## config.mk

```make
export PLATFORM = sky130hd
export DESIGN_NAME = serial_flash_volatile_config
export DESIGN_NICKNAME = d
export VERILOG_FILES = /design/src/inc/flash_vcfg_pkg.sv /design/src/verilog/serial_flash_volatile_config.sv
export SDC_FILE = /design/constraint.sdc
export NUM_CORES = 1
export LEC_CHECK = 0
export ABC_CLOCK_PERIOD_IN_PS = 7950
export BUFFER_PORTS_ARGS = -buffer_cell sky130_fd_sc_hd__buf_4
export CORE_MARGIN = 1
export CORE_UTILIZATION = 27
export CTS_CLUSTER_DIAMETER = 50
export DETAILED_ROUTE_END_ITERATION = 10
export SETUP_SLACK_MARGIN = 0.02
export SYNTH_ARGS = -nofsm -noshare
export SYNTH_HDL_FRONTEND = slang
export SYNTH_SLANG_ARGS = --single-unit
```

## constraint.sdc

```tcl
create_clock -name CLOCK -period 7.95 [get_ports CLOCK]
set_input_delay 0 -clock CLOCK [delete_from_list [all_inputs] [get_ports CLOCK]]
set_output_delay 0 -clock CLOCK [all_outputs]
set_load 0.02 [all_outputs]
```

## src/inc/flash_vcfg_pkg.sv

```systemverilog
package flash_vcfg_pkg;

	// command codes
	localparam logic [7:0] CMD_FAST_READ = 8'h0B;
	localparam logic [7:0] CMD_RD_VCFG = 8'h85;
	localparam logic [7:0] CMD_WR_VCFG = 8'h81;
	localparam logic [7:0] CMD_RD_ECFG = 8'h65;
	localparam logic [7:0] CMD_WR_ECFG = 8'h61;

	// volatile_config fields
	localparam int VCFG_DUMMY_LSB = 4;
	localparam int VCFG_XIP_BIT = 3;
	localparam int VCFG_RSVD_BIT = 2;
	localparam int VCFG_WRAP_LSB = 0;
	localparam logic [7:0] VCFG_RESET = 8'hFB;

	// enhanced_volatile_config fields
	localparam int ECFG_QUAD_BIT = 7;
	localparam int ECFG_DUAL_BIT = 6;
	localparam int ECFG_RSVD_BIT = 5;
	localparam int ECFG_HOLD_BIT = 4;
	localparam int ECFG_ACCEL_BIT = 3;
	localparam int ECFG_DRIVE_LSB = 0;
	localparam logic [7:0] ECFG_RESET = 8'hDF;

	// dummy count codes and link framing
	localparam logic [3:0] DUMMY_CODE_ZERO = 4'h0;
	localparam logic [3:0] DUMMY_CODE_FULL = 4'hF;
	localparam logic [3:0] DUMMY_DEFAULT = 4'hF;
	localparam logic [1:0] WRAP_16 = 2'h0;
	localparam logic [1:0] WRAP_32 = 2'h1;
	localparam logic [1:0] WRAP_64 = 2'h2;
	localparam logic [1:0] WRAP_SEQ = 2'h3;
	localparam logic [4:0] BYTE_BITS = 5'h08;
	localparam logic [4:0] ADDR_BITS = 5'h18;
	localparam logic [1:0] INIT_DONE = 2'h3;
	localparam logic [1:0] INIT_LOAD = 2'h2;

	typedef enum logic [1:0] {PROTO_EXT, PROTO_DUAL, PROTO_QUAD} proto_t;

	typedef struct packed {
		proto_t protocol;
		logic execute_in_place;
		logic hold_reset_en;
		logic accel_en;
		logic [2:0] drive_strength;
		logic [3:0] dummy_cycles;
		logic [1:0] wrap;
	} cfg_t;

endpackage : flash_vcfg_pkg

```

## src/verilog/serial_flash_volatile_config.sv

```systemverilog
// Function
// - vcfg bits 7:4 give dummy clocks after each fast read command.
// - dummy codes 0000 and 1111 both select the default dummy count.
// - vcfg bit 3 enables or disables execute in place.
// - feature digit 2 or 4 forces execute in place, ignoring bit 3.
// - wrap field 00/01/10 gives 16/32/64 byte wrap, 11 sequential default.
// - wrap read starts at given address, returns to aligned block start.
// - sequential setting reads consecutive addresses without wrapping.
// - vcfg writes apply at once; read command returns register contents.
// - ecfg bit 7 low selects quad, bit 6 low dual, ones extended.
// - both low means quad; change acts after the ecfg write command.
// - nonvolatile dual/quad bits take effect at power-up, quad if both low.
// - ecfg bit 4 high enables hold/reset pin where offered.
// - ecfg bit 3 low enables program accelerator; default disabled.
// - ecfg bits 2:0 hold drive strength, default 111.
// - ecfg read and write accepted in extended, dual and quad.
// - reset returns the volatile registers to their defaults.
`timescale 1ns/1ps

module serial_flash_volatile_config #(
	parameter int FEATURE_DIGIT = 1,
	parameter bit HOLD_RESET_AVAIL = 1'b1,
	parameter int ADDR_W = 24
) (
	input wire logic CLOCK,
	input wire logic RST,
	input wire logic SCK,
	input wire logic CS_N,
	input wire logic [3:0] DQ_IN,
	output logic [3:0] DQ_OUT,
	output logic [3:0] DQ_OE,
	input wire logic NV_QUAD_EN_N,
	input wire logic NV_DUAL_EN_N,
	output logic [ADDR_W-1:0] MEM_ADDR,
	input wire logic [7:0] MEM_DATA,
	output flash_vcfg_pkg::cfg_t CONFIG
);
	import flash_vcfg_pkg::*;

	generate
		if (ADDR_W != 24) begin : g_bad_addr
			$error("ADDR_W must be 24");
		end
		if (FEATURE_DIGIT < 0 || FEATURE_DIGIT > 9) begin : g_bad_digit
			$error("FEATURE_DIGIT must be a single digit");
		end
	endgenerate

	typedef enum logic [2:0] {S_CMD, S_ADDR, S_DUMMY, S_RDATA, S_WDATA, S_IGNORE} state_t;
	typedef enum logic [1:0] {SRC_MEM, SRC_VCFG, SRC_ECFG} src_t;

	////////////////////////////////////////////////////////////////////////////////
	// pin synchronisers
	logic sck_m_r, sck_s_r, sck_d_r;
	logic cs_m_r, cs_s_r;
	logic [3:0] dq_m_r, dq_s_r;
	logic [1:0] nv_m_r, nv_s_r;

	always_ff @(posedge CLOCK or posedge RST) begin
		if (RST) begin
			sck_m_r <= 1'b0;
			sck_s_r <= 1'b0;
			sck_d_r <= 1'b0;
			cs_m_r <= 1'b1;
			cs_s_r <= 1'b1;
			dq_m_r <= 4'h0;
			dq_s_r <= 4'h0;
			nv_m_r <= 2'h3;
			nv_s_r <= 2'h3;
		end else begin
			sck_m_r <= SCK;
			sck_s_r <= sck_m_r;
			sck_d_r <= sck_s_r;
			cs_m_r <= CS_N;
			cs_s_r <= cs_m_r;
			dq_m_r <= DQ_IN;
			dq_s_r <= dq_m_r;
			nv_m_r <= {NV_QUAD_EN_N, NV_DUAL_EN_N};
			nv_s_r <= nv_m_r;
		end
	end

	logic sck_rise, sck_fall;
	assign sck_rise = sck_s_r & ~sck_d_r;
	assign sck_fall = ~sck_s_r & sck_d_r;

	////////////////////////////////////////////////////////////////////////////////
	// helpers
	function automatic proto_t decode_proto(input logic quad_n, input logic dual_n);
		if (!quad_n) begin
			decode_proto = PROTO_QUAD;
		end else if (!dual_n) begin
			decode_proto = PROTO_DUAL;
		end else begin
			decode_proto = PROTO_EXT;
		end
	endfunction : decode_proto

	function automatic logic [ADDR_W-1:0] next_addr(input logic [ADDR_W-1:0] a,
			input logic [1:0] wrap);
		logic [ADDR_W-1:0] m;
		logic [ADDR_W-1:0] inc;
		m = '0;
		inc = a + 1'b1;
		unique case (wrap)
			WRAP_16: m = ADDR_W'(8'h0F);
			WRAP_32: m = ADDR_W'(8'h1F);
			WRAP_64: m = ADDR_W'(8'h3F);
			WRAP_SEQ: m = '0;
		endcase
		if (wrap == WRAP_SEQ) begin
			next_addr = inc;
		end else begin
			next_addr = (a & ~m) | (inc & m);
		end
	endfunction : next_addr

	////////////////////////////////////////////////////////////////////////////////
	// command engine and registers
	state_t st_r, st_nxt;
	src_t src_r, src_nxt;
	proto_t proto_r, proto_nxt;
	logic [4:0] cnt_r, cnt_nxt;
	logic [7:0] sh_r, sh_nxt;
	logic [ADDR_W-1:0] addr_r, addr_nxt;
	logic [3:0] dum_r, dum_nxt;
	logic [7:0] out_r, out_nxt;
	logic [2:0] ocnt_r, ocnt_nxt;
	logic [3:0] oe_r, oe_nxt;
	logic [7:0] vcfg_r, vcfg_nxt;
	logic [7:0] ecfg_r, ecfg_nxt;
	logic [1:0] init_r, init_nxt;

	logic [4:0] w;
	logic [3:0] lanes;
	logic [7:0] sh_in;
	logic [ADDR_W-1:0] addr_in;
	logic [4:0] cnt_sum;
	logic [3:0] dummy_code, dummy_eff;

	always_comb begin
		unique case (proto_r)
			PROTO_EXT: begin
				w = 5'h01;
				lanes = 4'h2;
				sh_in = {sh_r[6:0], dq_s_r[0]};
				addr_in = {addr_r[ADDR_W-2:0], dq_s_r[0]};
			end
			PROTO_DUAL: begin
				w = 5'h02;
				lanes = 4'h3;
				sh_in = {sh_r[5:0], dq_s_r[1:0]};
				addr_in = {addr_r[ADDR_W-3:0], dq_s_r[1:0]};
			end
			default: begin
				w = 5'h04;
				lanes = 4'hF;
				sh_in = {sh_r[3:0], dq_s_r};
				addr_in = {addr_r[ADDR_W-5:0], dq_s_r};
			end
		endcase
	end

	assign cnt_sum = cnt_r + w;
	assign dummy_code = vcfg_r[VCFG_DUMMY_LSB +: 4];
	assign dummy_eff = (dummy_code == DUMMY_CODE_ZERO || dummy_code == DUMMY_CODE_FULL) ?
		DUMMY_DEFAULT : dummy_code;

	always_comb begin
		st_nxt = st_r;
		src_nxt = src_r;
		proto_nxt = proto_r;
		cnt_nxt = cnt_r;
		sh_nxt = sh_r;
		addr_nxt = addr_r;
		dum_nxt = dum_r;
		out_nxt = out_r;
		ocnt_nxt = ocnt_r;
		oe_nxt = oe_r;
		vcfg_nxt = vcfg_r;
		ecfg_nxt = ecfg_r;
		init_nxt = init_r;
		if (init_r != INIT_DONE) begin
			init_nxt = init_r + 2'h1;
			if (init_r == INIT_LOAD) begin
				ecfg_nxt[ECFG_QUAD_BIT] = nv_s_r[1];
				ecfg_nxt[ECFG_DUAL_BIT] = nv_s_r[0];
			end
		end else if (cs_s_r) begin
			st_nxt = S_CMD;
			cnt_nxt = 5'h00;
			ocnt_nxt = 3'h0;
			oe_nxt = 4'h0;
			proto_nxt = decode_proto(ecfg_r[ECFG_QUAD_BIT], ecfg_r[ECFG_DUAL_BIT]);
		end else begin
			if (sck_rise) begin
				unique case (st_r)
					S_CMD: begin
						sh_nxt = sh_in;
						cnt_nxt = cnt_sum;
						if (cnt_sum == BYTE_BITS) begin
							cnt_nxt = 5'h00;
							st_nxt = S_IGNORE;
							unique case (sh_in)
								CMD_FAST_READ: st_nxt = S_ADDR;
								CMD_RD_VCFG: begin
									st_nxt = S_RDATA;
									src_nxt = SRC_VCFG;
								end
								CMD_RD_ECFG: begin
									st_nxt = S_RDATA;
									src_nxt = SRC_ECFG;
								end
								CMD_WR_VCFG: begin
									st_nxt = S_WDATA;
									src_nxt = SRC_VCFG;
								end
								CMD_WR_ECFG: begin
									st_nxt = S_WDATA;
									src_nxt = SRC_ECFG;
								end
								default: st_nxt = S_IGNORE;
							endcase
						end
					end
					S_ADDR: begin
						addr_nxt = addr_in;
						cnt_nxt = cnt_sum;
						if (cnt_sum == ADDR_BITS) begin
							st_nxt = S_DUMMY;
							dum_nxt = 4'h0;
						end
					end
					S_DUMMY: begin
						dum_nxt = dum_r + 4'h1;
						if (dum_r + 4'h1 == dummy_eff) begin
							st_nxt = S_RDATA;
							src_nxt = SRC_MEM;
						end
					end
					S_WDATA: begin
						sh_nxt = sh_in;
						cnt_nxt = cnt_sum;
						if (cnt_sum == BYTE_BITS) begin
							st_nxt = S_IGNORE;
							if (src_r == SRC_VCFG) begin
								vcfg_nxt = sh_in;
								vcfg_nxt[VCFG_RSVD_BIT] = 1'b0;
							end else begin
								ecfg_nxt = sh_in;
								ecfg_nxt[ECFG_RSVD_BIT] = 1'b0;
							end
						end
					end
					S_RDATA, S_IGNORE: begin
						st_nxt = st_r;
					end
					default: st_nxt = S_IGNORE;
				endcase
			end
			if (sck_fall && st_r == S_RDATA) begin
				oe_nxt = lanes;
				ocnt_nxt = ocnt_r + w[2:0];
				if (ocnt_r == 3'h0) begin
					unique case (src_r)
						SRC_MEM: begin
							out_nxt = MEM_DATA;
							addr_nxt = next_addr(addr_r, vcfg_r[VCFG_WRAP_LSB +: 2]);
						end
						SRC_VCFG: out_nxt = vcfg_r;
						default: out_nxt = ecfg_r;
					endcase
				end else begin
					out_nxt = out_r << w;
				end
			end
		end
	end

	always_ff @(posedge CLOCK or posedge RST) begin
		if (RST) begin
			st_r <= S_CMD;
			src_r <= SRC_MEM;
			proto_r <= PROTO_EXT;
			cnt_r <= 5'h00;
			sh_r <= 8'h00;
			addr_r <= '0;
			dum_r <= 4'h0;
			out_r <= 8'h00;
			ocnt_r <= 3'h0;
			oe_r <= 4'h0;
			vcfg_r <= VCFG_RESET;
			ecfg_r <= ECFG_RESET;
			init_r <= 2'h0;
		end else begin
			st_r <= st_nxt;
			src_r <= src_nxt;
			proto_r <= proto_nxt;
			cnt_r <= cnt_nxt;
			sh_r <= sh_nxt;
			addr_r <= addr_nxt;
			dum_r <= dum_nxt;
			out_r <= out_nxt;
			ocnt_r <= ocnt_nxt;
			oe_r <= oe_nxt;
			vcfg_r <= vcfg_nxt;
			ecfg_r <= ecfg_nxt;
			init_r <= init_nxt;
		end
	end

	////////////////////////////////////////////////////////////////////////////////
	// outputs
	always_comb begin
		unique case (proto_r)
			PROTO_EXT: DQ_OUT = {2'b00, out_r[7], 1'b0};
			PROTO_DUAL: DQ_OUT = {2'b00, out_r[7:6]};
			default: DQ_OUT = out_r[7:4];
		endcase
	end

	assign DQ_OE = oe_r;
	assign MEM_ADDR = addr_r;

	always_comb begin
		CONFIG.protocol = proto_r;
		if (FEATURE_DIGIT == 2 || FEATURE_DIGIT == 4) begin
			CONFIG.execute_in_place = 1'b1;
		end else begin
			CONFIG.execute_in_place = ~vcfg_r[VCFG_XIP_BIT];
		end
		CONFIG.hold_reset_en = HOLD_RESET_AVAIL & ecfg_r[ECFG_HOLD_BIT];
		CONFIG.accel_en = ~ecfg_r[ECFG_ACCEL_BIT];
		CONFIG.drive_strength = ecfg_r[ECFG_DRIVE_LSB +: 3];
		CONFIG.dummy_cycles = dummy_eff;
		CONFIG.wrap = vcfg_r[VCFG_WRAP_LSB +: 2];
	end

endmodule : serial_flash_volatile_config

```

Word-level counts from Yosys, hierarchy flattened
Cells that the tools add are included.
{"block": "totals", "reg_bits": 95, "in_bits": 18, "out_inout_bits": 46, "elab_cells": 161}
{"block": "classes", "n_addsub": 5, "eq_ne": 33, "shifts": 1, "muxes": 51, "bitwise_logic": 13, "reduce_logical": 35}
{"op": "24-bit two-way mux", "n": 11}
{"op": "24-bit one-hot mux with 4 select lines", "n": 1}
{"op": "24-bit bitwise AND", "n": 2}
{"op": "8-bit two-way mux", "n": 6}
{"op": "24-bit one-hot mux with 2 select lines", "n": 1}
{"op": "8-bit one-hot mux with 2 select lines", "n": 2}
{"op": "24-bit by 1-bit adder with 24-bit output (second input constant)", "n": 1}
{"op": "3-bit two-way mux", "n": 8}
{"op": "24-bit NOT", "n": 1}
{"op": "24-bit OR", "n": 1}
{"op": "4-bit one-hot mux with 2 select lines", "n": 3}
{"op": "6-bit AND reduction", "n": 3}
{"op": "8-bit by 7-bit == test with 1-bit output (second input constant)", "n": 2}
{"op": "8-bit == test (second input constant)", "n": 2}
{"op": "4-bit two-way mux", "n": 4}
{"op": "5-bit two-way mux", "n": 3}
{"op": "3-bit inequality test (second input constant)", "n": 5}
{"op": "3-bit one-hot mux with 5 select lines", "n": 1}
{"op": "7-bit AND reduction", "n": 2}
{"op": "2-bit nonzero test", "n": 7}
{"op": "2-bit OR reduction", "n": 7}
{"op": "2-bit inequality test (second input constant)", "n": 6}
{"op": "2-bit two-way mux", "n": 5}
{"op": "5-bit one-hot mux with 2 select lines", "n": 1}
{"op": "32 further kinds", "n": 53}

Depth between registers and ports, before layout
Gate-level depths: netlist (run 1).
{"block": "logic_depth", "ltp_word": 14, "mapped_depth": 13, "ltp_nobuf": 9}

Worst setup path after synthesis (run 1)
No wires, ideal clock.
{"block": "synth_timing", "path_type": "register -> register", "from": "register proto_r[0]", "to": "register vcfg_r[0]", "setup_time_ns": 0.082, "arrival_time_ns": 3.984, "t_required_ns": 7.868, "path_slack_ns": 3.884, "path_stages_with_launch": 14, "path_buffers": 4, "synth_period_minus_slack_ns": 4.066, "cell_sequence": "dfrtp_1 -> buf_6 -> buf_2 -> buf_1 -> buf_1 -> nand2b_1 -> xnor2_1 -> ha_1 -> a211o_1 -> a21o_1 -> a2111oi_4 -> nand3_4 -> nor4b_4 -> mux2_2"}
{"block": "synth_via", "elab_chain_len": 5, "elab_cells_between_ends": 6, "cone_classes": "add/sub: 1; eq/ne: 2; mux: 1; reduce/logical: 2"}
{"element": "from (decl)", "line_no": "serial_flash_volatile_config.sv:122", "text": "proto_t proto_r, proto_nxt;"}
{"element": "from (signal assigned)", "line_no": "serial_flash_volatile_config.sv:298", "text": "proto_r <= proto_nxt;"}
{"element": "2-bit by 1-bit == test with 1-bit output / 2-bit zero test (equally long branches)", "line_no": "serial_flash_volatile_config.sv:142", "text": "unique case (proto_r)"}
{"element": "3-bit one-hot mux with 2 select lines *", "line_no": "serial_flash_volatile_config.sv:142"}
{"element": "5-bit adder *", "line_no": "serial_flash_volatile_config.sv:164", "text": "assign cnt_sum = cnt_r + w;"}
{"element": "5-bit by 4-bit == test with 1-bit output *", "line_no": "serial_flash_volatile_config.sv:244", "text": "if (cnt_sum == BYTE_BITS) begin"}
{"element": "6-bit AND reduction (no line) *"}
{"element": "to (signal assigned)", "line_no": "serial_flash_volatile_config.sv:306", "text": "vcfg_r <= vcfg_nxt;"}
{"element": "to (decl)", "line_no": "serial_flash_volatile_config.sv:130", "text": "logic [7:0] vcfg_r, vcfg_nxt;"}
Mark *: on every way between the ends. The rest lies on a longest branch, timed or not.
A chain may end at the register's enable or synchronous reset.

Worst setup path after layout (run 1)
{"block": "layout_timing", "from": "register proto_r[1]", "to": "register vcfg_r[4]"}
{"block": "layout_via", "elab_chain_len": 5, "elab_cells_between_ends": 7, "cone_classes": "add/sub: 1; eq/ne: 2; mux: 2; reduce/logical: 2"}
{"element": "2-bit by 1-bit == test with 1-bit output / 2-bit zero test (equally long branches)", "line_no": "serial_flash_volatile_config.sv:142"}
{"element": "3-bit one-hot mux with 2 select lines", "line_no": "serial_flash_volatile_config.sv:142"}
{"element": "5-bit adder", "line_no": "serial_flash_volatile_config.sv:164"}
{"element": "5-bit by 4-bit == test with 1-bit output", "line_no": "serial_flash_volatile_config.sv:244"}
{"element": "6-bit AND reduction (no line)"}
Several ways; a longest one is shown, not always the timed one.

==> results by stage, run 1 <==
Worst setup path:
- The critical path goes through buf_4 > nor2_1 > ha_1 > ha_1 > a211o_1 > a21o_1 > a2111oi_4 > nand3_4 > nor4b_4 > mux2_2.
- The worst register-to-register path ends at vcfg_r[4]$_DFFE_PP1P_.
- The arrival time reported for the critical path endpoint is 4.25 ns.
- The number of cells on the worst reg-to-reg path is 10.
- The worst setup path is captured at a flip-flop.
- STA classifies the critical path startpoint as a flip-flop.
- Of all nets on the critical path, the largest fanout is 69.
- In this run the worst setup path begins at proto_r[1]$_DFFE_PP0P_.
- The most critical setup path has its endpoint at vcfg_r[4]$_DFFE_PP1P_.
- The logic depth of the worst setup path including buffers is 10.
- The startpoint identified for the worst register-to-register timing path is proto_r[1]$_DFFE_PP0P_.
- The cell with the largest stage delay on the worst path is sky130_fd_sc_hd__buf_4.
- The largest single stage delay on the critical path is 0.58 ns.
- The start-to-end type of the worst setup path is reg2reg.
- The worst path required time is a little over 8 ns.
- Together, buffers and inverters on the worst path number 1.
- By instance count, the cell type seen most on the critical path is sky130_fd_sc_hd__ha_1.
- The kind of cell adding the most delay to the critical path is simple AND/OR/NAND/NOR gates.
- The register-to-register path setup slack is 3.99 ns.

Power and ir drop:
- The static leakage power is between 0.002 and 0.003 µW.
- Dividing total power by cell area gives a power density of 265.4 nW/µm².
- The worst-case IR drop observed on VDD is 0.1251 mV.

Layout:
- The filler cell count is 2274.
- The fraction of layout cells with a size suffix above 1 is 0.2514.
- The number of antenna repair diodes is 0.
- The share of the core filled with cells is 0.3221.
- The final layout contains 727 nets.
- Relative to the synthesized area, the layout overhead comes to 15.91%.
- Once layout is complete, the cells apart from fillers number 984.

Place:
- The HPWL reported at the end of detailed placement is roughly 12000 µm.
- Port buffering added 63 buffers.
- The post-placement cell count is 959.
- The global placement routability congestion is 0.8449.
- At the placement stage, the worst setup path has a slack of 4.011 ns.

STA:
- Setup repair after global routing left no endpoint under its margin.
- The final-report hold violation count is 0.
- Dividing the final minimum period by the clock period gives 0.4982.
- The worst pin sits at a relative slew slack of 0.3429.
- Clock skew on the completed layout was measured at 0.01190 ns.
- The post-route setup TNS is 0 ns.
- The highest clock rate is 0.2525 GHz.
- Setup violations remaining at the end of the flow were counted as 0.
- The number of pins with negative max-slew slack in the final report came to 0.
- The final period demand of the worst path is about 4 ns.
- The transition at the pin with the smallest max-transition slack is 0.9821 ns.
- After layout, the worst setup slack is approximately 4 ns.

Routing:
- The violation count after the first detailed-route iteration is 442.
- The via-per-instance ratio is 5.293.
- The vias after detailed routing is 5208.
- The DRC violation count after routing is 2.
- The length of the first detailed-routing pass in iterations is 10.
- Once detail routing completed, the nets flagged for antenna violations numbered 0.
- The routed design has 17060 µm of wire.
- The routed length per instance is 17.34 µm.

Global routing:
- The initial antenna violation count came to 0.
- The via count of the first global-routing pass came to 4901.
- The combined global-route utilization of all metal layers is 0.1511.
- The wire length of the first global-routing pass is 27620 µm.
- Entering global routing, the biggest net connects 70 pins.
- The leftover overflow at the end of global routing is 0.

Status:
- The final reports fail on DRC.
- The flow ran to the end, but the final reports show violations.

Clocking:
- Gates resized during post-CTS repair numbered 0.
- The H-tree was split into 3 levels.
- The TritonCTS clock tree is built.
- The clock transition time at the flip-flop clock pins of the worst setup and hold paths is 0.07 ns.
- The clock sink count is between 90 and 100.
- The clock passes through at most 2 buffers.
- The tree is rooted in a sky130_fd_sc_hd__clkbuf_16.
- The clock buffer count from CTS is 9.
- Clock latency on the worst-skew pair, taken at its later pin, is 0.36 ns.

Floorplanning:
- The area of the die is 23200 µm².
- The number of core rows is 54.
- The x dimension of the die is 152.3 µm.
- For this configuration, the core starts out at a cell density of 0.2778.
- Pin placement for this block handled 64 I/O pins.
- The vertical die dimension is 152.3 µm.
- The core box area is 21960 µm².

Synth:
- The distinct cell type count after synthesis is 67.
- In the synthesized netlist the dominant register cell turns out to be sky130_fd_sc_hd__dfrtp_1.
- Yosys mapped a number of flops with a built-in enable equal to 0.
- The proportion of register bits with asynchronous set or reset after synthesis is 1.000.
- Synthesis inferred 94 register bits.
- After synthesis, the mean cell area works out to 9.272 µm².
- The count of yosys warnings during synthesis is 0.
- The mapped netlist covers 6101 µm².
- The share of the Yosys chip area taken by registers is 0.3897.
- The number of nets produced by synthesis is 686.
- Synthesis handed over a netlist of 658 instances.

Flow run:
- The max-capacitance violation count is 0.

Hold path:
- The min-delay analysis places its worst path in the category in2reg.
- Counting instances, the worst hold path has a depth of 4.
state kept, by name, indices dropped and copies added, names as in the netlist, 4 cells and up, named ones only:
register  flops
ecfg_r        7
dum_r         4
vcfg_r        7
MEM_ADDR     22
dq_m_r        4
cnt_r         5
dq_s_r        4
out_r         8
sh_r          7
routing by layer:
layer / up-vias / part of all wire / track usage
met3: 20 / 0.049 / 0.02873
met5: - / 0 / 0
met2: 142 / 0.46 / 0.2320
met1: 2536 / 0.47 / 0.2051
li1: 2510 / - / -
met4: 0 / 0.024 / 0.06997
tightest hold or removal path: stages:
cell                      delay [ns]
sky130_fd_sc_hd__buf_4          0.09
sky130_fd_sc_hd__a22o_1         0.12
sky130_fd_sc_hd__a21oi_1        0.06
sky130_fd_sc_hd__o21ai_0        0.13
cell usage after synthesis, types with 6 or more instances:
cell type                   n  share of area
sky130_fd_sc_hd__o22a_1     8          0.011
sky130_fd_sc_hd__or2_2      9         0.0092
sky130_fd_sc_hd__mux2_2    47          0.087
sky130_fd_sc_hd__nor2_1    42          0.026
sky130_fd_sc_hd__o22ai_1    8         0.0082
sky130_fd_sc_hd__nor4_1     6         0.0062
sky130_fd_sc_hd__inv_1     20          0.012
sky130_fd_sc_hd__and4_1     6         0.0086
sky130_fd_sc_hd__o21a_1     6         0.0074
sky130_fd_sc_hd__mux2i_1   32          0.053
sky130_fd_sc_hd__buf_4     10          0.012
sky130_fd_sc_hd__xnor2_1    6         0.0086
sky130_fd_sc_hd__dfrtp_1   74           0.30
sky130_fd_sc_hd__nand2_1   61          0.038
sky130_fd_sc_hd__ha_1      10          0.021
sky130_fd_sc_hd__and3_1     8         0.0082
sky130_fd_sc_hd__nand4_1    7         0.0072
sky130_fd_sc_hd__nor3_1    18          0.015
sky130_fd_sc_hd__dfstp_2   20          0.086
sky130_fd_sc_hd__clkbuf_1  24          0.015
sky130_fd_sc_hd__nand3_1   16          0.013
sky130_fd_sc_hd__o21ai_0   54          0.044
sky130_fd_sc_hd__a21oi_1   55          0.045
sky130_fd_sc_hd__a211oi_1  11          0.014
cell families (layout without fill, tap and decap cells):
family / Yosys count / after routing / synth area share
AOI/OAI and AO/OA: 193 / 193 / 0.2043
muxes: 80 / 80 / 0.1411
xor gates and xnor gates: 10 / 10 / 0.01436
DFF: 94 / 94 / 0.3897
adders and majority gates: 10 / 10 / 0.02051
buffers and inverters: 69 / 115 / 0.05865
and+or+nand+nor: 202 / 202 / 0.1715
layout by cell type (no fill, tap or decap), types with 11 or more instances in the layout:
master                     instances
sky130_fd_sc_hd__dfrtp_1          72
sky130_fd_sc_hd__nor2_1           42
sky130_fd_sc_hd__dfstp_2          20
sky130_fd_sc_hd__nor3_1           18
sky130_fd_sc_hd__nand3_1          16
sky130_fd_sc_hd__inv_1            19
sky130_fd_sc_hd__a211oi_1         11
sky130_fd_sc_hd__a21oi_1          55
sky130_fd_sc_hd__o21ai_0          54
sky130_fd_sc_hd__buf_4            70
sky130_fd_sc_hd__mux2i_1          32
sky130_fd_sc_hd__mux2_2           47
sky130_fd_sc_hd__nand2_1          61
through the flow:
step	power, µW	cell area, µm²	hold slack, ns
2_1_floorplan	1209	6101	0.004478
3_3_place_gp	1451	6699	0.1101
3_5_place_dp	1458	6699	0.1095
4_1_cts	1887	7072	0.06139
5_1_grt	1998	7072	0.09234
6_report	1877	7072	0.07111
layout make-up:
| type | count | area [µm²] | share of cell area |
|---|---|---|---|
| Clock inverter | 5 | 40.04 | 0.005662 |
| Clock buffer | 11 | 242.7 | 0.03432 |
| Sequential cell | 94 | 2380 | 0.3365 |
| Tap cell | 280 | 350.3 | 0.04954 |
| Timing Repair Buffer | 79 | 615.6 | 0.08705 |
| Multi-Input combinational cell | 495 | 3366 | 0.4759 |
| Inverter | 20 | 77.57 | 0.01097 |
report_power, final:
| part | leakage [µW] | internal (µW) | total (µW) | switching, µW |
|---|---|---|---|---|
| sequential | 0.00111 | 586 | 787 | 201 |
| clock | 0.000141 | 224 | 423 | 199 |
| combinational | 0.00160 | 314 | 667 | 353 |
| total | 0.00285 | 1120 | 1880 | 753 |
worst min-delay path by stage:
stage / start / end
2_1_floorplan: CS_N / cs_m_r$_DFF_PP1_
3_3_place_gp: NV_QUAD_EN_N / nv_m_r[1]$_DFF_PP1_
3_5_place_dp: NV_QUAD_EN_N / nv_m_r[1]$_DFF_PP1_
4_1_cts: MEM_DATA[2] / out_r[2]$_DFFE_PP0P_
5_1_grt: MEM_DATA[2] / out_r[2]$_DFFE_PP0P_
6_report: MEM_DATA[2] / out_r[2]$_DFFE_PP0P_
timing repair:
| action | in CTS | in global routing |
|---|---|---|
| hold endpoints to repair | 50 | 0 |
| hold buffers | 9 | 0 |
| setup buffers | 0 | 0 |
Power figures use the tool's default switching activity.
==> inputs of run 2 (changes only) <==
--- a/config.mk
+++ b/config.mk
@@ -5,7 +5,8 @@
 export SDC_FILE = /design/constraint.sdc
 export NUM_CORES = 1
 export LEC_CHECK = 0
-export ABC_CLOCK_PERIOD_IN_PS = 7950
+export ABC_AREA = 1
+export ABC_CLOCK_PERIOD_IN_PS = 3600
 export BUFFER_PORTS_ARGS = -buffer_cell sky130_fd_sc_hd__buf_4
 export CORE_MARGIN = 1
 export CORE_UTILIZATION = 27
==> constraint.sdc (replaced) <==
create_clock -name CLOCK -period 3.6 [get_ports CLOCK]
set_input_delay 0 -clock CLOCK [delete_from_list [all_inputs] [get_ports CLOCK]]
set_output_delay 0 -clock CLOCK [all_outputs]
set_load 0.02 [all_outputs]
==> run 2 against run 1 <==
The run now ends clean. Combinational power grew to 2.7 times the previous value. Total power is 130% higher. Register-to-register slack worse by 3.0 ns. Critical path type unchanged. Highest routed layer unchanged.
==> results by stage, run 2 <==
Status:
- Result of the run: finished, final reports clean (was complete, but fails checks).

Synth:
- The count of yosys warnings during synthesis is 0 (unchanged).
- The cell with the most instances after synthesis is sky130_fd_sc_hd__nand2_1 (was sky130_fd_sc_hd__dfrtp_1).
- The share of synthesized area occupied by flip-flops and latches came to 0.3734 (was 0.3897).
- The per-instance average area after synthesis was 7.170 µm² (was 9.272 µm²).
- Most common library cells after synthesis: sky130_fd_sc_hd__nand2_1 (209), sky130_fd_sc_hd__inv_1 (105), sky130_fd_sc_hd__dfrtp_1 (74) (was sky130_fd_sc_hd__dfrtp_1 (74), sky130_fd_sc_hd__nand2_1 (61), sky130_fd_sc_hd__a21oi_1 (55)).
- The synthesis-stage register bit count was 94 (unchanged).
- The number of nets produced by synthesis is 916 (was 686).
- The post-synthesis cell count is 888 (was 658).
- The netlist area before placement is 6367 µm² (was 6101 µm²).
- The post-synthesis cell type with the largest combined area is sky130_fd_sc_hd__dfrtp_1 (unchanged).
- The portion of synthesized cell area occupied by the leading cell type is 0.2908 (was 0.3035).
- Cell types occupying the most area after synthesis: sky130_fd_sc_hd__dfrtp_1 (29%), sky130_fd_sc_hd__nand2_1 (12%), sky130_fd_sc_hd__dfstp_2 (8.3%) (was sky130_fd_sc_hd__dfrtp_1 (30%), sky130_fd_sc_hd__mux2_2 (8.7%), sky130_fd_sc_hd__dfstp_2 (8.6%)).
- The flip-flop cell with the highest count after synthesis is sky130_fd_sc_hd__dfrtp_1 (unchanged).
- The distinct cell type count after synthesis is 53 (was 67).
- The proportion of register bits with asynchronous set or reset after synthesis is 1.000 (unchanged).
- The number of flops mapped to enable cells by yosys is 0 (unchanged).

Routing:
- The DRC violation count after routing is 0 (was 2).
- The post-detailed-route count of antenna-violating nets is 0 (unchanged).
- The length of the first detailed-routing pass in iterations came to 8 (was 10).
- The violation count after the first detailed-route iteration was 619 (was 442).
- The routed length per instance is 15.44 µm (was 17.34 µm).
- The via-per-instance ratio was 4.994 (was 5.293).
- The aggregate routed wire length was 19460 µm (was 17060 µm).
- The vias after detailed routing was 6293 (was 5208).

Layout:
- The number of flip-flops under the largest register name is 22 (unchanged).
- The number of antenna repair diodes was 0 (unchanged).
- Commonest cells after routing, fill and taps aside: sky130_fd_sc_hd__nand2_1 (209), sky130_fd_sc_hd__inv_1 (104), sky130_fd_sc_hd__dfrtp_1 (74) (was sky130_fd_sc_hd__dfrtp_1 (72), sky130_fd_sc_hd__buf_4 (70), sky130_fd_sc_hd__nand2_1 (61)).
- The leading cell type in the layout, fill and taps excluded is sky130_fd_sc_hd__nand2_1 (was sky130_fd_sc_hd__dfrtp_1).
- The fraction of layout cells with a size suffix above 1 is 0.1859 (was 0.2514).
- The area growth from synthesis to layout came to 17.02% (was 15.91%).
- The number of nets at the end of the flow was 970 (was 727).
- The filler cell count is 2464 (was 2274).

STA:
- The transition at the pin with the smallest max-transition slack is 0.8679 ns (was 0.9821 ns).
- The worst path setup slack after routing is 0.9767 ns (was 3.989 ns).
- The final-report hold violation count is 0 (unchanged).
- The post-route clock skew is 0.009736 ns (was 0.01190 ns).
- The worst relative slew slack is 0.4200 (was 0.3429).
- The post-route fraction of the period consumed by the critical path is 0.7287 (was 0.4982).
- The post-route setup TNS is 0 ns (unchanged).
- The number of pins with negative max-slew slack in the final report is 0 (unchanged).
- The final period demand of the worst path is 2.623 ns (was 3.961 ns).
- The highest clock rate is 0.3812 GHz (was 0.2525 GHz).
- Unrepaired setup endpoints after global routing: false (unchanged).
- The final-report setup violation count is 0 (unchanged).

Place:
- The total of buffers placed on input and output ports is 63 (unchanged).
- The post-placement worst setup slack is 0.9881 ns (was 4.011 ns).
- The global placement routability congestion came to 0.9007 (was 0.8449).
- The HPWL reported at the end of detailed placement is 14050 µm (was 12220 µm).

Global routing:
- The pin count of the biggest net entering global routing is 47 (was 70).
- The via count of the first global-routing pass is 5868 (was 4901).
- The initial antenna violation count is 0 (unchanged).
- The leftover overflow at the end of global routing came to 0 (unchanged).
- The combined global-route utilization of all metal layers is 0.1665 (was 0.1511).
- The wire length of the first global-routing pass is 31640 µm (was 27620 µm).

Power and ir drop:
- The static leakage power is 0.003381 µW (was 0.002851 µW).
- The largest voltage drop on the vdd net came to 0.2205 mV (was 0.1251 mV).
- The power per cell area is 586.4 nW/µm² (was 265.4 nW/µm²).

Worst setup path:
- The worst path required time is 3.84 ns (was 8.24 ns).
- The endpoint of the worst-slack reg-to-reg timing path is out_r[2]$_DFFE_PP0P_ (was vcfg_r[4]$_DFFE_PP1P_).
- The delay of the slowest cell on the worst path is 0.47 ns (was 0.58 ns).
- The type of element launching the critical path is a flip-flop (unchanged).
- The length in cells of the worst reg-to-reg path is 8 (was 10).
- Cell-by-cell trace of the critical path: ha_1 > inv_2 > nor2_2 > inv_1 > nor2_2 > inv_1 > a31oi_1 > a32oi_1 (was buf_4 > nor2_1 > ha_1 > ha_1 > a211o_1 > a21o_1 > a2111oi_4 > nand3_4 > nor4b_4 > mux2_2).
- The arrival time reported for the critical path endpoint is 2.86 ns (was 4.25 ns).
- The register-to-register path setup slack is 0.98 ns (was 3.99 ns).
- The worst flop-to-flop path startpoint is init_r[0]$_DFFE_PP0N_ (was proto_r[1]$_DFFE_PP0P_).
- The category of the worst setup path capture point is a flip-flop (unchanged).
- The start-to-end type of the worst setup path is reg2reg (unchanged).
- The cell with the largest stage delay on the worst path was sky130_fd_sc_hd__nor2_2 (was sky130_fd_sc_hd__buf_4).
- The top fanout value on the critical path was 14 (was 69).

Floorplanning:
- The core box area was 22920 µm² (was 21960 µm²).
- The x dimension of the die is 155.6 µm (was 152.3 µm).
- The vertical die dimension is 155.6 µm (was 152.3 µm).
- The starting density of the core is 0.2779 (was 0.2778).
- The number of top-level pins came to 64 (unchanged).
- The number of core rows came to 55 (was 54).
- The area of the die is 24200 µm² (was 23200 µm²).

Hold path:
- The terminating pin of the worst hold path was out_r[3]$_DFFE_PP0P_ (was out_r[2]$_DFFE_PP0P_).
- The cell count of the worst hold path is 5 (was 4).
- The class of the most critical hold timing path is in2reg (unchanged).
- The beginning of the worst hold path is MEM_DATA[3] (was MEM_DATA[2]).

Clocking:
- The clock buffer count from CTS is 9 (unchanged).
- The number of H-tree branching levels was 3 (unchanged).
- The TritonCTS clock tree is built (unchanged).
- The count of instances resized after the clock tree is built is 0 (unchanged).
- The clock sink count is 94 (unchanged).
- The total setup buffers inserted after CTS is 0 (unchanged).
- The clock latency reported for the late side of the worst-skew pair is 0.36 ns (about the same).
- The count of hold buffers inserted by post-cts repair is 12 (was 9).
- The master cell of the clock root buffer was sky130_fd_sc_hd__clkbuf_16 (unchanged).
- The clock transition time at the flip-flop clock pins of the worst setup and hold paths is 0.07 ns (about the same).
- The maximum clock insertion buffer count is 2 (unchanged).

Flow run:
- The max-capacitance violation count was 0 (unchanged).
[run 2: cell types whose count changed after synthesis, moves of 11 or more]
cell / change
sky130_fd_sc_hd__nand2_1: +148
sky130_fd_sc_hd__inv_1: +85
sky130_fd_sc_hd__nand3_1: +53
sky130_fd_sc_hd__mux2_2: -47
sky130_fd_sc_hd__mux2i_1: -32
sky130_fd_sc_hd__o22ai_1: +21
sky130_fd_sc_hd__inv_2: +19
sky130_fd_sc_hd__o21ai_0: +19
sky130_fd_sc_hd__o21ai_1: +16
sky130_fd_sc_hd__clkbuf_1: -14
sky130_fd_sc_hd__nor2_2: +13
sky130_fd_sc_hd__nor2_1: +11
[run 2: cell type report]
class	instances	area [µm²]	area share
multi-input cells	628	3262	0.4378
flip-flops and latches	94	2377	0.3191
repair buffers	82	645.6	0.08665
inverters	127	481.7	0.06465
well taps	313	391.6	0.05256
clock buffers	11	252.7	0.03392
clock inverters	5	40.04	0.005374
[run 2: how the worst max path moves through the flow]
stage,start,to,cells after the start
floorplan,proto_r[0]$_DFFE_PP0P_,st_r[0]$_DFFE_PP0P_,19
global placement,init_r[1]$_DFFE_PP0N_,out_r[2]$_DFFE_PP0P_,8
detailed placement,init_r[0]$_DFFE_PP0N_,out_r[2]$_DFFE_PP0P_,8
CTS,init_r[0]$_DFFE_PP0N_,out_r[2]$_DFFE_PP0P_,8
global route,init_r[0]$_DFFE_PP0N_,out_r[2]$_DFFE_PP0P_,8
finish,init_r[0]$_DFFE_PP0N_,out_r[2]$_DFFE_PP0P_,8
[run 2: per-stage QoR]
step                total power [µW]  hold WS (ns)  std cells  cell area [µm²]  utilization
floorplan                       2761      0.004478        888             6367            -
global placement                3370        0.1108       1232             7038       0.3071
detailed placement              3382        0.1095       1232             7038       0.3071
CTS                             4394       0.03704       1260             7451       0.3251
global route                    4676       0.05715       1260             7451       0.3251
finish                          4369       0.05186       1260             7451       0.3251
[run 2: logic make-up (layout without fill, tap and decap cells)]
group / after synthesis / in the layout / synth area share
muxes: 1 / 1 / 0.001768
xor gates and xnor gates: 6 / 6 / 0.008253
AOI/OAI and AO/OA: 216 / 216 / 0.1998
adders and majority gates: 10 / 10 / 0.01965
DFF: 94 / 94 / 0.3734
and+or+nand+nor: 395 / 395 / 0.2828
buffers and inverters: 166 / 225 / 0.1144
[run 2: power by group]
part,internal [µW],total [µW],leakage [µW],switching [µW]
registers,1280,1610,0.00112,334
logic,624,1770,0.00212,1150
clock network,515,981,0.000147,466
total,2420,4370,0.00338,1950
[run 2: critical path, delay by kind of cell (launching register included)]
family	cells	cell delay (ns)
AO/OA/AOI/OAI	2	0.31
adder cells (fa/ha/maj)	1	0.40
buffers and inverters	3	0.59
flip-flops	1	0.38
AND/OR/NAND/NOR	2	0.82
[run 2: metal layers]
layer | vias up | share of wire | global-route usage
li1 | 3069 | - | -
met1 | 2996 | 0.46 | 0.2233
met2 | 204 | 0.48 | 0.2738
met3 | 24 | 0.053 | 0.03000
met4 | 0 | 0.016 | 0.04669
met5 | - | 0 | 0
==> inputs of run 3 (changes only) <==
--- a/config.mk
+++ b/config.mk
@@ -6,7 +6,7 @@
 export NUM_CORES = 1
 export LEC_CHECK = 0
 export ABC_AREA = 1
-export ABC_CLOCK_PERIOD_IN_PS = 3600
+export ABC_CLOCK_PERIOD_IN_PS = 2600
 export BUFFER_PORTS_ARGS = -buffer_cell sky130_fd_sc_hd__buf_4
 export CORE_MARGIN = 1
 export CORE_UTILIZATION = 27
==> constraint.sdc (replaced) <==
create_clock -name CLOCK -period 2.6 [get_ports CLOCK]
set_input_delay 0 -clock CLOCK [delete_from_list [all_inputs] [get_ports CLOCK]]
set_output_delay 0 -clock CLOCK [all_outputs]
set_load 0.02 [all_outputs]
==> run 3 against run 2 <==
Worst hold slack improved by 0.021 ns. Clock power increased by 39%. Non-clock buffer count increased by 13. Clock skew increased by 0.0017 ns. Via count increased by 0.86%. Largest power group unchanged. Sequential share of layout area decreased by 0.60 points. Sequential cell count unchanged. Final area increased by 2.0%. Setup slack got worse by 0.60 ns. Cell count increased by 1.0%. Count of clock-buffer cells in the layout increased by 2. Critical path depth increased by 8.
==> results by stage, run 3 (synthesis results as in run 2) <==
Status:
- Result of the run: finished, final reports clean (unchanged).

Global routing:
- The wire length of the first global-routing pass is 31300 µm (was 31640 µm).
- The initial antenna violation count is 0 (unchanged).
- The combined global-route utilization of all metal layers is 0.1645 (was 0.1665).
- The via count of the first global-routing pass is 5966 (was 5868).
- The pin count of the biggest net entering global routing is 78 (was 47).
- The leftover overflow at the end of global routing is 0 (unchanged).

STA:
- The worst relative slew slack came to 0.6275 (was 0.4200).
- The final-report setup violation count is 0 (unchanged).
- Unrepaired setup endpoints after global routing: false (unchanged).
- The number of pins with negative max-slew slack in the final report came to 0 (unchanged).
- The worst path setup slack after routing is 0.3777 ns (was 0.9767 ns).
- The final period demand of the worst path is 2.222 ns (was 2.623 ns).
- The post-route clock skew is 0.01147 ns (was 0.009736 ns).
- The final-report hold violation count is 0 (unchanged).
- The post-route fraction of the period consumed by the critical path is 0.8547 (was 0.7287).
- The highest clock rate was 0.4500 GHz (was 0.3812 GHz).
- The post-route setup TNS is 0 ns (unchanged).
- The transition at the pin with the smallest max-transition slack was 0.5567 ns (was 0.8679 ns).

Layout:
- The number of antenna repair diodes was 0 (unchanged).
- Commonest cells after routing, fill and taps aside: sky130_fd_sc_hd__nand2_1 (209), sky130_fd_sc_hd__inv_1 (104), sky130_fd_sc_hd__buf_4 (81) (was sky130_fd_sc_hd__nand2_1 (209), sky130_fd_sc_hd__inv_1 (104), sky130_fd_sc_hd__dfrtp_1 (74)).
- The number of flip-flops under the largest register name was 22 (unchanged).
- The fraction of layout cells with a size suffix above 1 is 0.1958 (was 0.1859).
- The area growth from synthesis to layout is 19.34% (was 17.02%).
- The filler cell count is 2476 (was 2464).
- The leading cell type in the layout, fill and taps excluded is sky130_fd_sc_hd__nand2_1 (unchanged).
- The number of nets at the end of the flow was 983 (was 970).
- The number of standard cells in the final layout excluding fillers is 1273 (was 1260).

Power and ir drop:
- The static leakage power is 0.003455 µW (was 0.003381 µW).
- The largest voltage drop on the vdd net is 0.3665 mV (was 0.2205 mV).
- The power per cell area came to 800.7 nW/µm² (was 586.4 nW/µm²).
- The total power consumption of the routed design was 6084 µW (was 4369 µW).

Hold path:
- The class of the most critical hold timing path was in2reg (unchanged).
- The beginning of the worst hold path is MEM_DATA[6] (was MEM_DATA[3]).
- The terminating pin of the worst hold path is out_r[6]$_DFFE_PP0P_ (was out_r[3]$_DFFE_PP0P_).
- The cell count of the worst hold path is 5 (unchanged).

Worst setup path:
- The start-to-end type of the worst setup path is reg2reg (unchanged).
- The worst flop-to-flop path startpoint is proto_r[1]$_DFFE_PP0P_ (was init_r[0]$_DFFE_PP0N_).
- The register-to-register path setup slack came to 0.38 ns (was 0.98 ns).
- The arrival time reported for the critical path endpoint came to 2.45 ns (was 2.86 ns).
- The delay of the slowest cell on the worst path was 0.46 ns (was 0.47 ns).
- The number of buffers and inverters on the critical path came to 3 (unchanged).
- The kind of cell adding the most delay to the critical path is simple AND/OR/NAND/NOR gates (unchanged).
- The most frequent cell on the critical path is sky130_fd_sc_hd__nand2_1.
- The category of the worst setup path capture point is a flip-flop (unchanged).
- Cell-by-cell trace of the critical path: inv_2 > nand3_1 > nand2_1 > inv_2 > ha_1 > inv_1 > nand2_1 > xor2_1 > nor2_2 > nand3_4 > nand2_1 > nand2_1 > nand2_1 > nand3_1 > nand2_1 > nand2_1 (was ha_1 > inv_2 > nor2_2 > inv_1 > nor2_2 > inv_1 > a31oi_1 > a32oi_1).
- The length in cells of the worst reg-to-reg path came to 16 (was 8).
- The top fanout value on the critical path is 8 (was 14).
- The endpoint of the worst-slack reg-to-reg timing path was st_r[0]$_DFFE_PP0P_ (was out_r[2]$_DFFE_PP0P_).
- The type of element launching the critical path was a flip-flop (unchanged).
- The worst path required time came to 2.83 ns (was 3.84 ns).
- The cell with the largest stage delay on the worst path is sky130_fd_sc_hd__dfrtp_2 (was sky130_fd_sc_hd__nor2_2).

Routing:
- The vias after detailed routing is 6347 (was 6293).
- The violation count after the first detailed-route iteration was 519 (was 619).
- The routed length per instance came to 15.11 µm (was 15.44 µm).
- The via-per-instance ratio is 4.986 (was 4.994).
- The DRC violation count after routing was 0 (unchanged).
- The length of the first detailed-routing pass in iterations is 7 (was 8).
- The post-detailed-route count of antenna-violating nets was 0 (unchanged).
- The aggregate routed wire length is 19230 µm (was 19460 µm).

Clocking:
- The number of H-tree branching levels is 3 (unchanged).
- The clock sink count is 94 (unchanged).
- The maximum clock insertion buffer count is 2 (unchanged).
- The clock transition time at the flip-flop clock pins of the worst setup and hold paths is 0.07 ns (about the same).
- The clock buffer count from CTS is 9 (unchanged).
- The master cell of the clock root buffer was sky130_fd_sc_hd__clkbuf_16 (unchanged).
- The TritonCTS clock tree is built (unchanged).
- The clock latency reported for the late side of the worst-skew pair was 0.35 ns (was 0.36 ns).

Place:
- The HPWL reported at the end of detailed placement is 14140 µm (was 14050 µm).
- The total of buffers placed on input and output ports is 63 (unchanged).
- The post-placement cell count is 1245 (was 1232).
- The global placement routability congestion is 0.9176 (was 0.9007).
- The post-placement worst setup slack is 0.2355 ns (was 0.9881 ns).

Floorplanning:
- The starting density of the core is 0.2779 (unchanged).
- The number of core rows came to 55 (unchanged).
- The x dimension of the die is 155.6 µm (unchanged).
- The number of top-level pins is 64 (unchanged).
- The vertical die dimension is 155.6 µm (unchanged).
- The core box area is 22920 µm² (unchanged).
- The area of the die was 24200 µm² (unchanged).

Flow run:
- The max-capacitance violation count is 0 (unchanged).
run 3: cell types whose count changed in the layout (fill, tap and decap cells not counted), sizes merged:
cell and change:
clkbuf +2, buf +13, bufinv +1, inv -2
clkinv -1
run 3: stage by stage:
| stage | hold WS (ns) | utilization | cell area (µm²) |
|---|---|---|---|
| floorplan | 0.004478 | - | 6367 |
| global placement | -0.02490 | 0.3125 | 7161 |
| detailed placement | -0.01993 | 0.3125 | 7161 |
| CTS | 0.06969 | 0.3309 | 7582 |
| global route | 0.1027 | 0.3316 | 7599 |
| finish | 0.07277 | 0.3316 | 7599 |
run 3: final cells by class:
cell class / instances / area [µm²] / share of cell area
Inverter: 127 / 481.7 / 0.06340
Clock inverter: 3 / 41.29 / 0.005434
Timing Repair Buffer: 95 / 768.2 / 0.1011
Tap cell: 313 / 391.6 / 0.05154
Multi-Input combinational cell: 628 / 3277 / 0.4313
Clock buffer: 13 / 260.3 / 0.03425
Sequential cell: 94 / 2379 / 0.3130
run 3: report_power, final:
group | internal (µW) | leakage, µW | switching [µW]
Sequential | 1770 | 0.00111 | 464
Clock | 799 | 0.000150 | 565
Combinational | 886 | 0.00219 | 1590
run 3: layer usage:
| layer | vias up | routed length [µm] | GRT usage | part of all wire |
|---|---|---|---|---|
| met2 | 230 | 8943 | 0.2720 | 0.47 |
| met5 | - | 0 | 0 | 0 |
| li1 | 3097 | - | - | - |
| met4 | 0 | 323 | 0.05042 | 0.017 |
| met1 | 2988 | 8761 | 0.2170 | 0.46 |
| met3 | 32 | 1202 | 0.03056 | 0.063 |
run 3: worst min-delay path: cells and delay by family:
family,cells,cell delay [ns]
simple gates,2,0.12
buf+inv,1,0.08
compound gates,2,0.18
run 3: worst max-delay path by stage:
stage | startpoint | endpoint | slack [ns] | cells past startpoint
floorplan | proto_r[0]$_DFFE_PP0P_ | st_r[0]$_DFFE_PP0P_ | 0.08 | 19
global placement | proto_r[1]$_DFFE_PP0P_ | vcfg_r[6]$_DFFE_PP1P_ | 0.30 | 15
detailed placement | proto_r[1]$_DFFE_PP0P_ | vcfg_r[7]$_DFFE_PP1P_ | 0.24 | 15
CTS | proto_r[1]$_DFFE_PP0P_ | vcfg_r[7]$_DFFE_PP1P_ | 0.20 | 15
global route | proto_r[1]$_DFFE_PP0P_ | ecfg_r[6]$_DFFE_PP1P_ | 0.09 | 18
finish | proto_r[1]$_DFFE_PP0P_ | st_r[0]$_DFFE_PP0P_ | 0.38 | 16
run 3: what timing repair did:
action / in CTS / in global routing
setup endpoints to repair: 0 / 5
resized for setup: 0 / 3
hold buffers: 12 / 0
buffers inserted: 0 / 0
hold endpoints to repair: 28 / 0
